## src/logic/boot_loader_defs.svh

```systemverilog
`ifndef BOOT_LOADER_DEFS_SVH
`define BOOT_LOADER_DEFS_SVH

// One serial clock period in core clock cycles and the points inside it.
`define BOOT_SCL_DIV       9'd293
`define BOOT_PH_DATA       9'd73
`define BOOT_PH_RISE       9'd146
`define BOOT_PH_SAMPLE     9'd219

// Serial memory control bytes: device code, chip pins 000, direction bit.
`define BOOT_CTRL_WR       8'ha0
`define BOOT_CTRL_RD       8'ha1

// Image locations.
`define BOOT_VID_LO        8'h40
`define BOOT_VID_HI        8'h41
`define BOOT_SIG0_ADDR     8'h50
`define BOOT_SIG1_ADDR     8'h51
`define BOOT_SIG2_ADDR     8'h52
`define BOOT_SIG3_ADDR     8'h53
`define BOOT_IMG_FIRST     8'h40
`define BOOT_IMG_LAST_CNT  6'd63
`define BOOT_MODE_OFFSET   6'd5
`define BOOT_CHECK_LAST    3'd5

// Expected signature and blank values.
`define BOOT_BLANK         8'hff
`define BOOT_SIG0_MEM      8'h80
`define BOOT_SIG0_IO       8'h81
`define BOOT_SIG0_LOW      8'h82
`define BOOT_SIG1          8'hff
`define BOOT_SIG2          8'he8
`define BOOT_SIG3          8'h10

// Serial clock slots of a random one-byte write transaction.
`define BOOT_WR_SLOTS      5'd29

// Operation steps of one serial transaction.
`define BOOT_OP_START      3'd0
`define BOOT_OP_CTRL_WR    3'd1
`define BOOT_OP_ADDR       3'd2
`define BOOT_OP_RESTART    3'd3
`define BOOT_OP_CTRL_RD    3'd4
`define BOOT_OP_READ       3'd5
`define BOOT_OP_STOP       3'd6

// Data buffer depth.
`define BOOT_FIFO_DEPTH    16

`endif

```

## src/logic/boot_pkg.sv

```systemverilog
`default_nettype none

package boot_pkg;

  typedef struct packed {
    logic [5:0] offset;
    logic [7:0] data;
  } cfg_write_t;

  typedef enum logic [2:0] {
    ST_IDLE = 3'b001,
    ST_SLOT = 3'b010,
    ST_DONE = 3'b100
  } boot_state_t;

endpackage : boot_pkg

`default_nettype wire

```

## src/logic/serial_eeprom_boot_loader.sv

```systemverilog
`include "boot_loader_defs.svh"
`timescale 1ns/1ns
`default_nettype none

module cfg_fifo #(
  parameter int WIDTH = 14,
  parameter int DEPTH = 16
) (
  // Clock and reset
  input  wire logic             clk,
  input  wire logic             rst_n,
  // Fill side
  input  wire logic             in_valid,
  output logic                  in_ready,
  input  wire logic [WIDTH-1:0] in_data,
  // Drain side
  output logic                  out_valid,
  input  wire logic             out_ready,
  output logic [WIDTH-1:0]      out_data
);
  localparam int AW = $clog2(DEPTH);

  logic [WIDTH-1:0] mem_q [DEPTH];
  logic [AW:0]      wr_q;
  logic [AW:0]      rd_q;

  // The extra pointer bit tells a full buffer from an empty one.
  assign in_ready  = (wr_q[AW-1:0] != rd_q[AW-1:0]) || (wr_q[AW] == rd_q[AW]);
  assign out_valid = wr_q != rd_q;
  assign out_data  = mem_q[rd_q[AW-1:0]];

  always_ff @(posedge clk or negedge rst_n) begin
    if (!rst_n) begin
      wr_q <= '0;
    end else if (in_valid && in_ready) begin
      wr_q <= wr_q + 1'b1;
    end
  end

  always_ff @(posedge clk or negedge rst_n) begin
    if (!rst_n) begin
      rd_q <= '0;
    end else if (out_valid && out_ready) begin
      rd_q <= rd_q + 1'b1;
    end
  end

  always_ff @(posedge clk) begin
    if (in_valid && in_ready) begin
      mem_q[wr_q[AW-1:0]] <= in_data;
    end
  end
endmodule : cfg_fifo

module serial_eeprom_boot_loader (
  // Clock and reset
  input  wire logic           core_clk,
  input  wire logic           reset_n,
  // Serial memory pins
  output logic                scl_o,
  output logic                scl_oe,
  input  wire logic           sda_i,
  output logic                sda_o,
  output logic                sda_oe,
  // Configuration write stream
  output logic                cfg_wr_valid,
  output boot_pkg::cfg_write_t cfg_wr,
  input  wire logic           cfg_wr_ready,
  // Boot status
  output logic                cfg_retry,
  output logic                cfg_ready,
  output logic                addon_enable,
  output logic                image_absent,
  output logic [7:0]          mode_byte
);
  import boot_pkg::*;

  logic        rst_s1_q;
  logic        rst_s2_q;
  logic        sda_s1_q;
  logic        sda_s2_q;
  boot_state_t state_q;
  logic [8:0]  div_q;
  logic [2:0]  op_q;
  logic [3:0]  bit_q;
  logic [2:0]  idx_q;
  logic [5:0]  cnt_q;
  logic        seq_q;
  logic        fail_q;
  logic        absent_q;
  logic        addon_q;
  logic        retry_q;
  logic        ready_q;
  logic        pin_low_q;
  logic        scl_oe_q;
  logic        sda_oe_q;
  logic [7:0]  rx_q;
  logic [7:0]  first_q;
  logic [7:0]  mode_q;
  logic        out_valid_q;
  cfg_write_t  out_data_q;

  logic        slot_end;
  logic        is_byte;
  logic        last_bit;
  logic        more_seq;
  logic        capture;
  logic        sample;
  logic        to_fifo;
  logic        stall;
  logic        byte_ok;
  logic        drive_low;
  logic [7:0]  mem_addr;
  logic [7:0]  tx_byte;
  logic        fifo_in_ready;
  logic        fifo_out_valid;
  logic        fifo_out_ready;
  cfg_write_t  fifo_in_data;
  cfg_write_t  fifo_out_data;

  always_ff @(posedge core_clk or negedge reset_n) begin
    if (!reset_n) begin
      rst_s1_q <= 1'b0;
      rst_s2_q <= 1'b0;
    end else begin
      rst_s1_q <= 1'b1;
      rst_s2_q <= rst_s1_q;
    end
  end

  always_ff @(posedge core_clk or negedge rst_s2_q) begin
    if (!rst_s2_q) begin
      sda_s1_q <= 1'b1;
      sda_s2_q <= 1'b1;
    end else begin
      sda_s1_q <= sda_i;
      sda_s2_q <= sda_s1_q;
    end
  end

  // Memory address of each check read, then the image start for the burst.
  always_comb begin
    mem_addr = `BOOT_IMG_FIRST;
    if (!seq_q) begin
      unique case (idx_q)
        3'd0:    mem_addr = `BOOT_VID_LO;
        3'd1:    mem_addr = `BOOT_VID_HI;
        3'd2:    mem_addr = `BOOT_SIG0_ADDR;
        3'd3:    mem_addr = `BOOT_SIG1_ADDR;
        3'd4:    mem_addr = `BOOT_SIG2_ADDR;
        default: mem_addr = `BOOT_SIG3_ADDR;
      endcase
    end
  end

  // Addresses stay below 100h, so the block bits of the control byte are zero.
  always_comb begin
    unique case (op_q)
      `BOOT_OP_CTRL_WR: tx_byte = `BOOT_CTRL_WR;
      `BOOT_OP_ADDR:    tx_byte = mem_addr;
      `BOOT_OP_CTRL_RD: tx_byte = `BOOT_CTRL_RD;
      default:          tx_byte = 8'h00;
    endcase
  end

  // Signature and blank checks on the byte just received.
  always_comb begin
    unique case (idx_q)
      3'd1:    byte_ok = (first_q != `BOOT_BLANK) || (rx_q != `BOOT_BLANK);
      3'd2:    byte_ok = (rx_q == `BOOT_SIG0_MEM) || (rx_q == `BOOT_SIG0_IO)
                         || (rx_q == `BOOT_SIG0_LOW);
      3'd3:    byte_ok = rx_q == `BOOT_SIG1;
      3'd4:    byte_ok = rx_q == `BOOT_SIG2;
      3'd5:    byte_ok = rx_q == `BOOT_SIG3;
      default: byte_ok = 1'b1;
    endcase
  end

  assign is_byte  = (op_q == `BOOT_OP_CTRL_WR) || (op_q == `BOOT_OP_ADDR)
                    || (op_q == `BOOT_OP_CTRL_RD) || (op_q == `BOOT_OP_READ);
  assign last_bit = !is_byte || (bit_q == 4'd8);
  assign slot_end = (state_q == ST_SLOT) && (div_q == `BOOT_SCL_DIV - 9'd1);
  assign more_seq = seq_q && (cnt_q != `BOOT_IMG_LAST_CNT);
  assign sample   = (state_q == ST_SLOT) && (div_q == `BOOT_PH_SAMPLE);
  assign capture  = (state_q == ST_SLOT) && (op_q == `BOOT_OP_READ) && (bit_q == 4'd8)
                    && (div_q == `BOOT_PH_DATA);
  assign to_fifo  = capture && seq_q && (cnt_q != `BOOT_MODE_OFFSET);
  // A full buffer holds the serial clock low in the acknowledge slot.
  assign stall    = to_fifo && !fifo_in_ready;

  // Level that the data line takes at the data phase of the current slot.
  always_comb begin
    unique case (op_q)
      `BOOT_OP_START, `BOOT_OP_RESTART: drive_low = 1'b0;
      `BOOT_OP_STOP:                    drive_low = 1'b1;
      `BOOT_OP_READ:                    drive_low = (bit_q == 4'd8) && more_seq;
      default:                          drive_low = (bit_q != 4'd8) && !tx_byte[3'd7 - bit_q[2:0]];
    endcase
  end

  always_ff @(posedge core_clk or negedge rst_s2_q) begin
    if (!rst_s2_q) begin
      div_q <= 9'd0;
    end else if ((state_q != ST_SLOT) || slot_end) begin
      div_q <= 9'd0;
    end else if (!stall) begin
      div_q <= div_q + 9'd1;
    end
  end

  // Transactions: start, control, address, restart, control, read, stop.
  // A write would add a data byte after the address; 29 slots in all.
  always_ff @(posedge core_clk or negedge rst_s2_q) begin
    if (!rst_s2_q) begin
      state_q <= ST_IDLE;
      op_q    <= `BOOT_OP_START;
      bit_q   <= 4'd0;
      idx_q   <= 3'd0;
      cnt_q   <= 6'd0;
      seq_q   <= 1'b0;
    end else begin
      unique case (state_q)
        ST_IDLE: begin
          // The bus is taken as idle and ours alone; no arbitration.
          state_q <= ST_SLOT;
        end
        ST_SLOT: begin
          if (slot_end && !last_bit) begin
            bit_q <= bit_q + 4'd1;
          end else if (slot_end) begin
            bit_q <= 4'd0;
            unique case (op_q)
              `BOOT_OP_STOP: begin
                if (fail_q || seq_q) begin
                  state_q <= ST_DONE;
                end else begin
                  op_q <= `BOOT_OP_START;
                  if (idx_q == `BOOT_CHECK_LAST) begin
                    seq_q <= 1'b1;
                  end else begin
                    idx_q <= idx_q + 3'd1;
                  end
                end
              end
              `BOOT_OP_READ: begin
                if (more_seq) begin
                  cnt_q <= cnt_q + 6'd1;
                end else begin
                  op_q <= `BOOT_OP_STOP;
                end
              end
              `BOOT_OP_CTRL_WR, `BOOT_OP_ADDR, `BOOT_OP_CTRL_RD: begin
                op_q <= fail_q ? `BOOT_OP_STOP : op_q + 3'd1;
              end
              default: op_q <= op_q + 3'd1;
            endcase
          end
        end
        ST_DONE: state_q <= ST_DONE;
      endcase
    end
  end

  // Clock falls at the slot start and rises at mid slot, so data moves
  // only while the clock is low; start and stop move it while high.
  always_ff @(posedge core_clk or negedge rst_s2_q) begin
    if (!rst_s2_q) begin
      scl_oe_q <= 1'b0;
      sda_oe_q <= 1'b0;
    end else if (state_q != ST_SLOT) begin
      scl_oe_q <= 1'b0;
      sda_oe_q <= 1'b0;
    end else begin
      if (div_q == 9'd0) begin
        scl_oe_q <= 1'b1;
      end else if (div_q == `BOOT_PH_RISE) begin
        scl_oe_q <= 1'b0;
      end
      if (div_q == `BOOT_PH_DATA) begin
        sda_oe_q <= drive_low;
      end else if (sample && ((op_q == `BOOT_OP_START) || (op_q == `BOOT_OP_RESTART))) begin
        sda_oe_q <= 1'b1;
      end else if (sample && (op_q == `BOOT_OP_STOP)) begin
        sda_oe_q <= 1'b0;
      end
    end
  end

  // The lines are only ever pulled low.
  always_ff @(posedge core_clk or negedge rst_s2_q) begin
    if (!rst_s2_q) begin
      pin_low_q <= 1'b0;
    end else begin
      pin_low_q <= 1'b0;
    end
  end

  always_ff @(posedge core_clk or negedge rst_s2_q) begin
    if (!rst_s2_q) begin
      rx_q <= 8'h00;
    end else if (sample && (op_q == `BOOT_OP_READ) && (bit_q != 4'd8)) begin
      rx_q <= {rx_q[6:0], sda_s2_q};
    end
  end

  always_ff @(posedge core_clk or negedge rst_s2_q) begin
    if (!rst_s2_q) begin
      fail_q   <= 1'b0;
      absent_q <= 1'b0;
    end else if (sample && is_byte && (op_q != `BOOT_OP_READ) && (bit_q == 4'd8)
                 && sda_s2_q) begin
      fail_q   <= 1'b1;
      absent_q <= 1'b1;
    end else if (capture && !seq_q && !byte_ok) begin
      fail_q <= 1'b1;
    end
  end

  always_ff @(posedge core_clk or negedge rst_s2_q) begin
    if (!rst_s2_q) begin
      first_q <= 8'h00;
    end else if (capture && !seq_q && (idx_q == 3'd0)) begin
      first_q <= rx_q;
    end
  end

  always_ff @(posedge core_clk or negedge rst_s2_q) begin
    if (!rst_s2_q) begin
      mode_q <= 8'h00;
    end else if (capture && seq_q && (cnt_q == `BOOT_MODE_OFFSET)) begin
      mode_q <= rx_q;
    end
  end

  always_ff @(posedge core_clk or negedge rst_s2_q) begin
    if (!rst_s2_q) begin
      addon_q <= 1'b0;
    end else if (slot_end && (op_q == `BOOT_OP_STOP) && seq_q && !fail_q) begin
      addon_q <= 1'b1;
    end
  end

  // Configuration stays in retry until the last image byte has left.
  always_ff @(posedge core_clk or negedge rst_s2_q) begin
    if (!rst_s2_q) begin
      retry_q <= 1'b1;
      ready_q <= 1'b0;
    end else begin
      retry_q <= !((state_q == ST_DONE) && !fifo_out_valid && !out_valid_q);
      ready_q <= (state_q == ST_DONE) && !fifo_out_valid && !out_valid_q;
    end
  end

  assign fifo_in_data.offset = cnt_q;
  assign fifo_in_data.data   = rx_q;
  assign fifo_out_ready      = !out_valid_q || cfg_wr_ready;

  cfg_fifo #(
    .WIDTH ($bits(cfg_write_t)),
    .DEPTH (`BOOT_FIFO_DEPTH)
  ) u_fifo (
    .clk       (core_clk),
    .rst_n     (rst_s2_q),
    .in_valid  (to_fifo),
    .in_ready  (fifo_in_ready),
    .in_data   (fifo_in_data),
    .out_valid (fifo_out_valid),
    .out_ready (fifo_out_ready),
    .out_data  (fifo_out_data)
  );

  always_ff @(posedge core_clk or negedge rst_s2_q) begin
    if (!rst_s2_q) begin
      out_valid_q <= 1'b0;
      out_data_q  <= '0;
    end else if (fifo_out_ready) begin
      out_valid_q <= fifo_out_valid;
      if (fifo_out_valid) begin
        out_data_q <= fifo_out_data;
      end
    end
  end

  assign scl_o        = pin_low_q;
  assign sda_o        = pin_low_q;
  assign scl_oe       = scl_oe_q;
  assign sda_oe       = sda_oe_q;
  assign cfg_wr_valid = out_valid_q;
  assign cfg_wr       = out_data_q;
  assign cfg_retry    = retry_q;
  assign cfg_ready    = ready_q;
  assign addon_enable = addon_q;
  assign image_absent = absent_q;
  assign mode_byte    = mode_q;
endmodule : serial_eeprom_boot_loader

`default_nettype wire

```

## config.mk

```make
export PLATFORM = sky130hd
export DESIGN_NAME = serial_eeprom_boot_loader
export DESIGN_NICKNAME = d
export VERILOG_FILES = /design/src/logic/boot_pkg.sv /design/src/logic/serial_eeprom_boot_loader.sv
export VERILOG_INCLUDE_DIRS = /design/src /design/src/logic
export SDC_FILE = /design/constraint.sdc
export NUM_CORES = 1
export LEC_CHECK = 0
export ABC_AREA = 1
export BUFFER_PORTS_ARGS = -buffer_cell sky130_fd_sc_hd__buf_2
export CAP_MARGIN = 20
export CORE_UTILIZATION = 30
export CTS_CLUSTER_SIZE = 28
export DETAILED_ROUTE_END_ITERATION = 12
export MAX_ROUTING_LAYER = met4
export SLEW_MARGIN = 20
export SYNTH_ARGS = -nofsm -noshare
export SYNTH_HDL_FRONTEND = slang
export SYNTH_SLANG_ARGS = --single-unit
```

## constraint.sdc

```tcl
create_clock -name core_clk -period 3.42 [get_ports core_clk]
set_clock_uncertainty 0.1 [all_clocks]
set_input_delay 0.684 -clock core_clk [delete_from_list [all_inputs] [get_ports core_clk]]
set_output_delay 0.684 -clock core_clk [all_outputs]
set_load 0.1 [all_outputs]
```

==> impl_metrics.py <==
metrics = {
    "finish": {
        "area_delta_synth_final_pct": 15.7,
        "layout_commonest_cell": "edfxtp_1",
        "antenna_cells": 0,
        "final_layout_size_suffix_gt1_share_pct": 13.8,
        "fin_area_um2": 15500,
        "multi_input_area_um2": 3890,
        "fillerInstances": 4437,
        "seq_area_um2": 8970,
        "most-common-layout-cells": "edfxtp_1, nor2_1, nand2_1",
        "fin_nets": 1274,
    },
    "placement": {
        "place_hpwl_um": 21300,
        "placed_area_um2": 14400,
        "port_buffers": 32,
        "place_congestion": 0.874,
    },
    "timing": {
        "clock.fmax_ghz": 0.369,
        "tightest_slew_ps": 874,
        "fin_crit_sh_pct": 79.2,
        "fin_tns_setup_ps": 0,
        "period_minus_slack_ps": 2710,
        "finalSetupViolCount": 0,
        "hold_viol_final": 0,
        "hold_ws_ps": 128,
        "rsz0062_at_grt": "no",
        "slew_headroom_pct": 41.8,
        "slew_viol_final": 0,
    },
    "drt": {
        "routed_wl_um": 32600,
        "drc": 0,
        "antenna_left": 0,
        "dr_total_vias": 8970,
        "drt_iter0_drc": 814,
        "first_pass_iters": 5,
        "routedWlPerCell_um": 17.5,
        "routed_via_density": 4.81,
    },
    "worst_hold_path": {
        "hold_path_class": "input pin to flip-flop",
        "hold-path-endpoint": "sda_s1_q$_DFF_PN1_",
        "whs_path_depth": 1,
        "hold_start": "sda_i",
    },
    "power_and_ir_drop": {
        "p_sw_share_pct": 36.4,
        "p_int_w": 0.00722,
        "total_power_w": 0.0113,
        "p_leak_nw": 6.35,
        "power_frac_seq_pct": 37.9,
        "powerDensity_nw_per_um2": 733,
        "switchingPower_w": 0.00413,
        "power_frac_clock_pct": 32.4,
        "irDropWorstVdd_uv": 556,
        "p_comb_share_pct": 29.7,
    },
    "floorplan": {
        "pin_count": 35,
        "die_h_um": 213,
        "dieArea_um2": 45500,
        "rows": 77,
        "initial_core_util_pct": 30.3,
        "core_um2": 44100,
        "fp.dieW_um": 213,
    },
    "global_routing": {
        "grt_max_degree": 62,
        "grt_pass1_wl_um": 50400,
        "antenna_found_initial": 0,
        "grtUsageTotal_pct": 14.9,
        "first_global_vias": 8670,
        "grt-ovfl-total": 0,
    },
    "logic_synthesis": {
        "synth.cell_area_um2": 13400,
        "synth-main-ff-cell": "edfxtp_1",
        "synthCells": 1192,
        "ys_warn_count": 0,
        "seq_area_frac_synth_pct": 66.9,
        "synth_cell_types": 46,
        "netlist_top_cells_area": "edfxtp_1, dfrtp_1, nor2_1, o21ai_0, nand2_1",
        "synth-async-reset-ratio_pct": 28.4,
        "synth_area_per_cell_um2": 11.2,
        "synth_seq_cells": 313,
        "synth_top_area_cell": "edfxtp_1",
        "yosysTopAreaCellShare_pct": 50.3,
        "synth_edf_count": 224,
    },
    "status": {
        "status": "complete, no violations",
    },
    "critical_path": {
        "worstPathArrival_ps": 2870,
        "crit_required_ps": 3580,
        "crit_fanout": 11,
        "regToRegSetupSlack_ps": 710,
        "end_kind": "flip-flop",
        "reg2reg_depth": 11,
        "worstSetupStartpointType": "flip-flop",
        "r2r-start": "bit_q[0]$_DFFE_PN0P_",
        "path_class": "flip-flop to flip-flop",
        "worstReg2RegEnd": "u_fifo.mem_q[8][7]$_DFFE_PP_",
    },
    "cts": {
        "root_buffer": "clkbuf_16",
        "cts_tree": "yes",
        "cts_inserted_buffers": 30,
        "cts.htree.levels": 1,
        "clk_transition_reported_paths_ps": 60,
        "postCtsHoldBufs": 1,
        "clkSinkCount": 313,
        "clk_latency_ps": 590,
        "clk_path_buf_depth": 3,
        "post_cts_buffers": 0,
        "cts_resized": 0,
    },
    "run": {
        "maxCapViolCount": 0,
    },
}
[worst max path at each step]
stage | start | to | slack (ps) | depth (start not counted)
4_1_cts | bit_q[0]$_DFFE_PN0P_ | u_fifo.mem_q[8][7]$_DFFE_PP_ | 710 | 11
5_1_grt | bit_q[0]$_DFFE_PN0P_ | u_fifo.mem_q[8][7]$_DFFE_PP_ | 500 | 11
2_1_floorplan | rst_s2_q$_DFF_PN0_ | addon_enable$_DFFE_PN0P_ | 660 | 0
3_5_place_dp | bit_q[0]$_DFFE_PN0P_ | u_fifo.mem_q[8][5]$_DFFE_PP_ | 720 | 11
3_3_place_gp | bit_q[0]$_DFFE_PN0P_ | u_fifo.mem_q[8][4]$_DFFE_PP_ | 770 | 11
6_report | bit_q[0]$_DFFE_PN0P_ | u_fifo.mem_q[8][7]$_DFFE_PP_ | 710 | 11
[flip-flops by register name, summed over array words and instances, names as in the netlist, 4 cells and up]
| signal | cells |
|---|---|
| u_fifo.wr_q | 5 |
| mode_byte | 8 |
| rx_q | 8 |
| u_fifo.mem_q | 224 |
| u_fifo.rd_q | 5 |
| cnt_q | 6 |
| div_q | 9 |
| bit_q | 4 |
| cfg_wr | 14 |
| first_q | 8 |
[cell families after synthesis]
family                   synth area share [%]
buffers and inverters                    4.03
other                                  0.0561
XOR/XNOR                                 1.18
AND/OR/NAND/NOR                          15.0
AO/OA/AOI/OAI                            10.6
flip-flops                               66.9
adder cells (fa/ha/maj)                  2.15
[layout make-up]
class	instances	area share, %
Clock buffer	35	5.10
Clock inverter	21	2.02
Timing Repair Buffer	75	3.22
Tap cell	592	4.78
Multi-Input combinational cell	754	25.2
Inverter	73	1.80
Sequential cell	313	57.9
[worst max-delay path: stages (launching register included)]
cell and delay [ps]:
dfrtp_1 450, inv_1 110, ha_1 170, nand3_2 160
nor3_4 250, nand3_1 150, nor2_4 200, nand2_4 110
clkinv_4 110, nand2_4 80, nor2_1 260, buf_4 260
[routing by layer]
layer,share of wire (%),wire (µm),up-vias,global-route usage [%]
li1,-,-,4274,-
met5,0,0,-,-
met2,47,15500,232,23.9
met4,2.0,665,0,3.42
met1,46,14900,4412,19.6
met3,4.9,1610,52,2.35
[power by group through the flow]
stage | logic, W | clock network [W] | registers [W]
final | 0.00337 | 0.00368 | 0.00430
after global routing | 0.00368 | 0.00387 | 0.00432
after CTS | 0.00336 | 0.00373 | 0.00431
after detailed placement | 0.00335 | 0 | 0.00439
after global placement | 0.00335 | 0 | 0.00438
after floorplan | 0.00186 | 0 | 0.00496
[cells in the mapped netlist, types with 3 or more instances]
master    number
o22ai_1       29
clkbuf_1      26
buf_1          3
nand3_2        3
o211ai_1      14
inv_1         69
nand4_1       11
buf_2         21
nand2_4        5
o221ai_1      14
a21oi_1       29
edfxtp_1     224
nand3_1       47
nand2_2        7
nor3_1        12
o21ai_2        8
dfrtp_1       85
o21ai_1       12
dfstp_2        4
ha_1          23
nand2_1      155
nor2_1       197
o21ai_0      141
nor2_2         3
xor2_1        12
inv_2          3
nor2_4         3
xnor2_1        6
nand3b_1       3
[per-stage QoR]
step	instances	utilization (%)	worst slack, ps
final	1863	35.1	710
after global routing	1863	35.1	505
after CTS	1863	35.1	707
after detailed placement	1806	32.6	723
after global placement	1806	32.6	766
after floorplan	1194	-	664
Note: power is estimated with default switching activity, not from simulation.
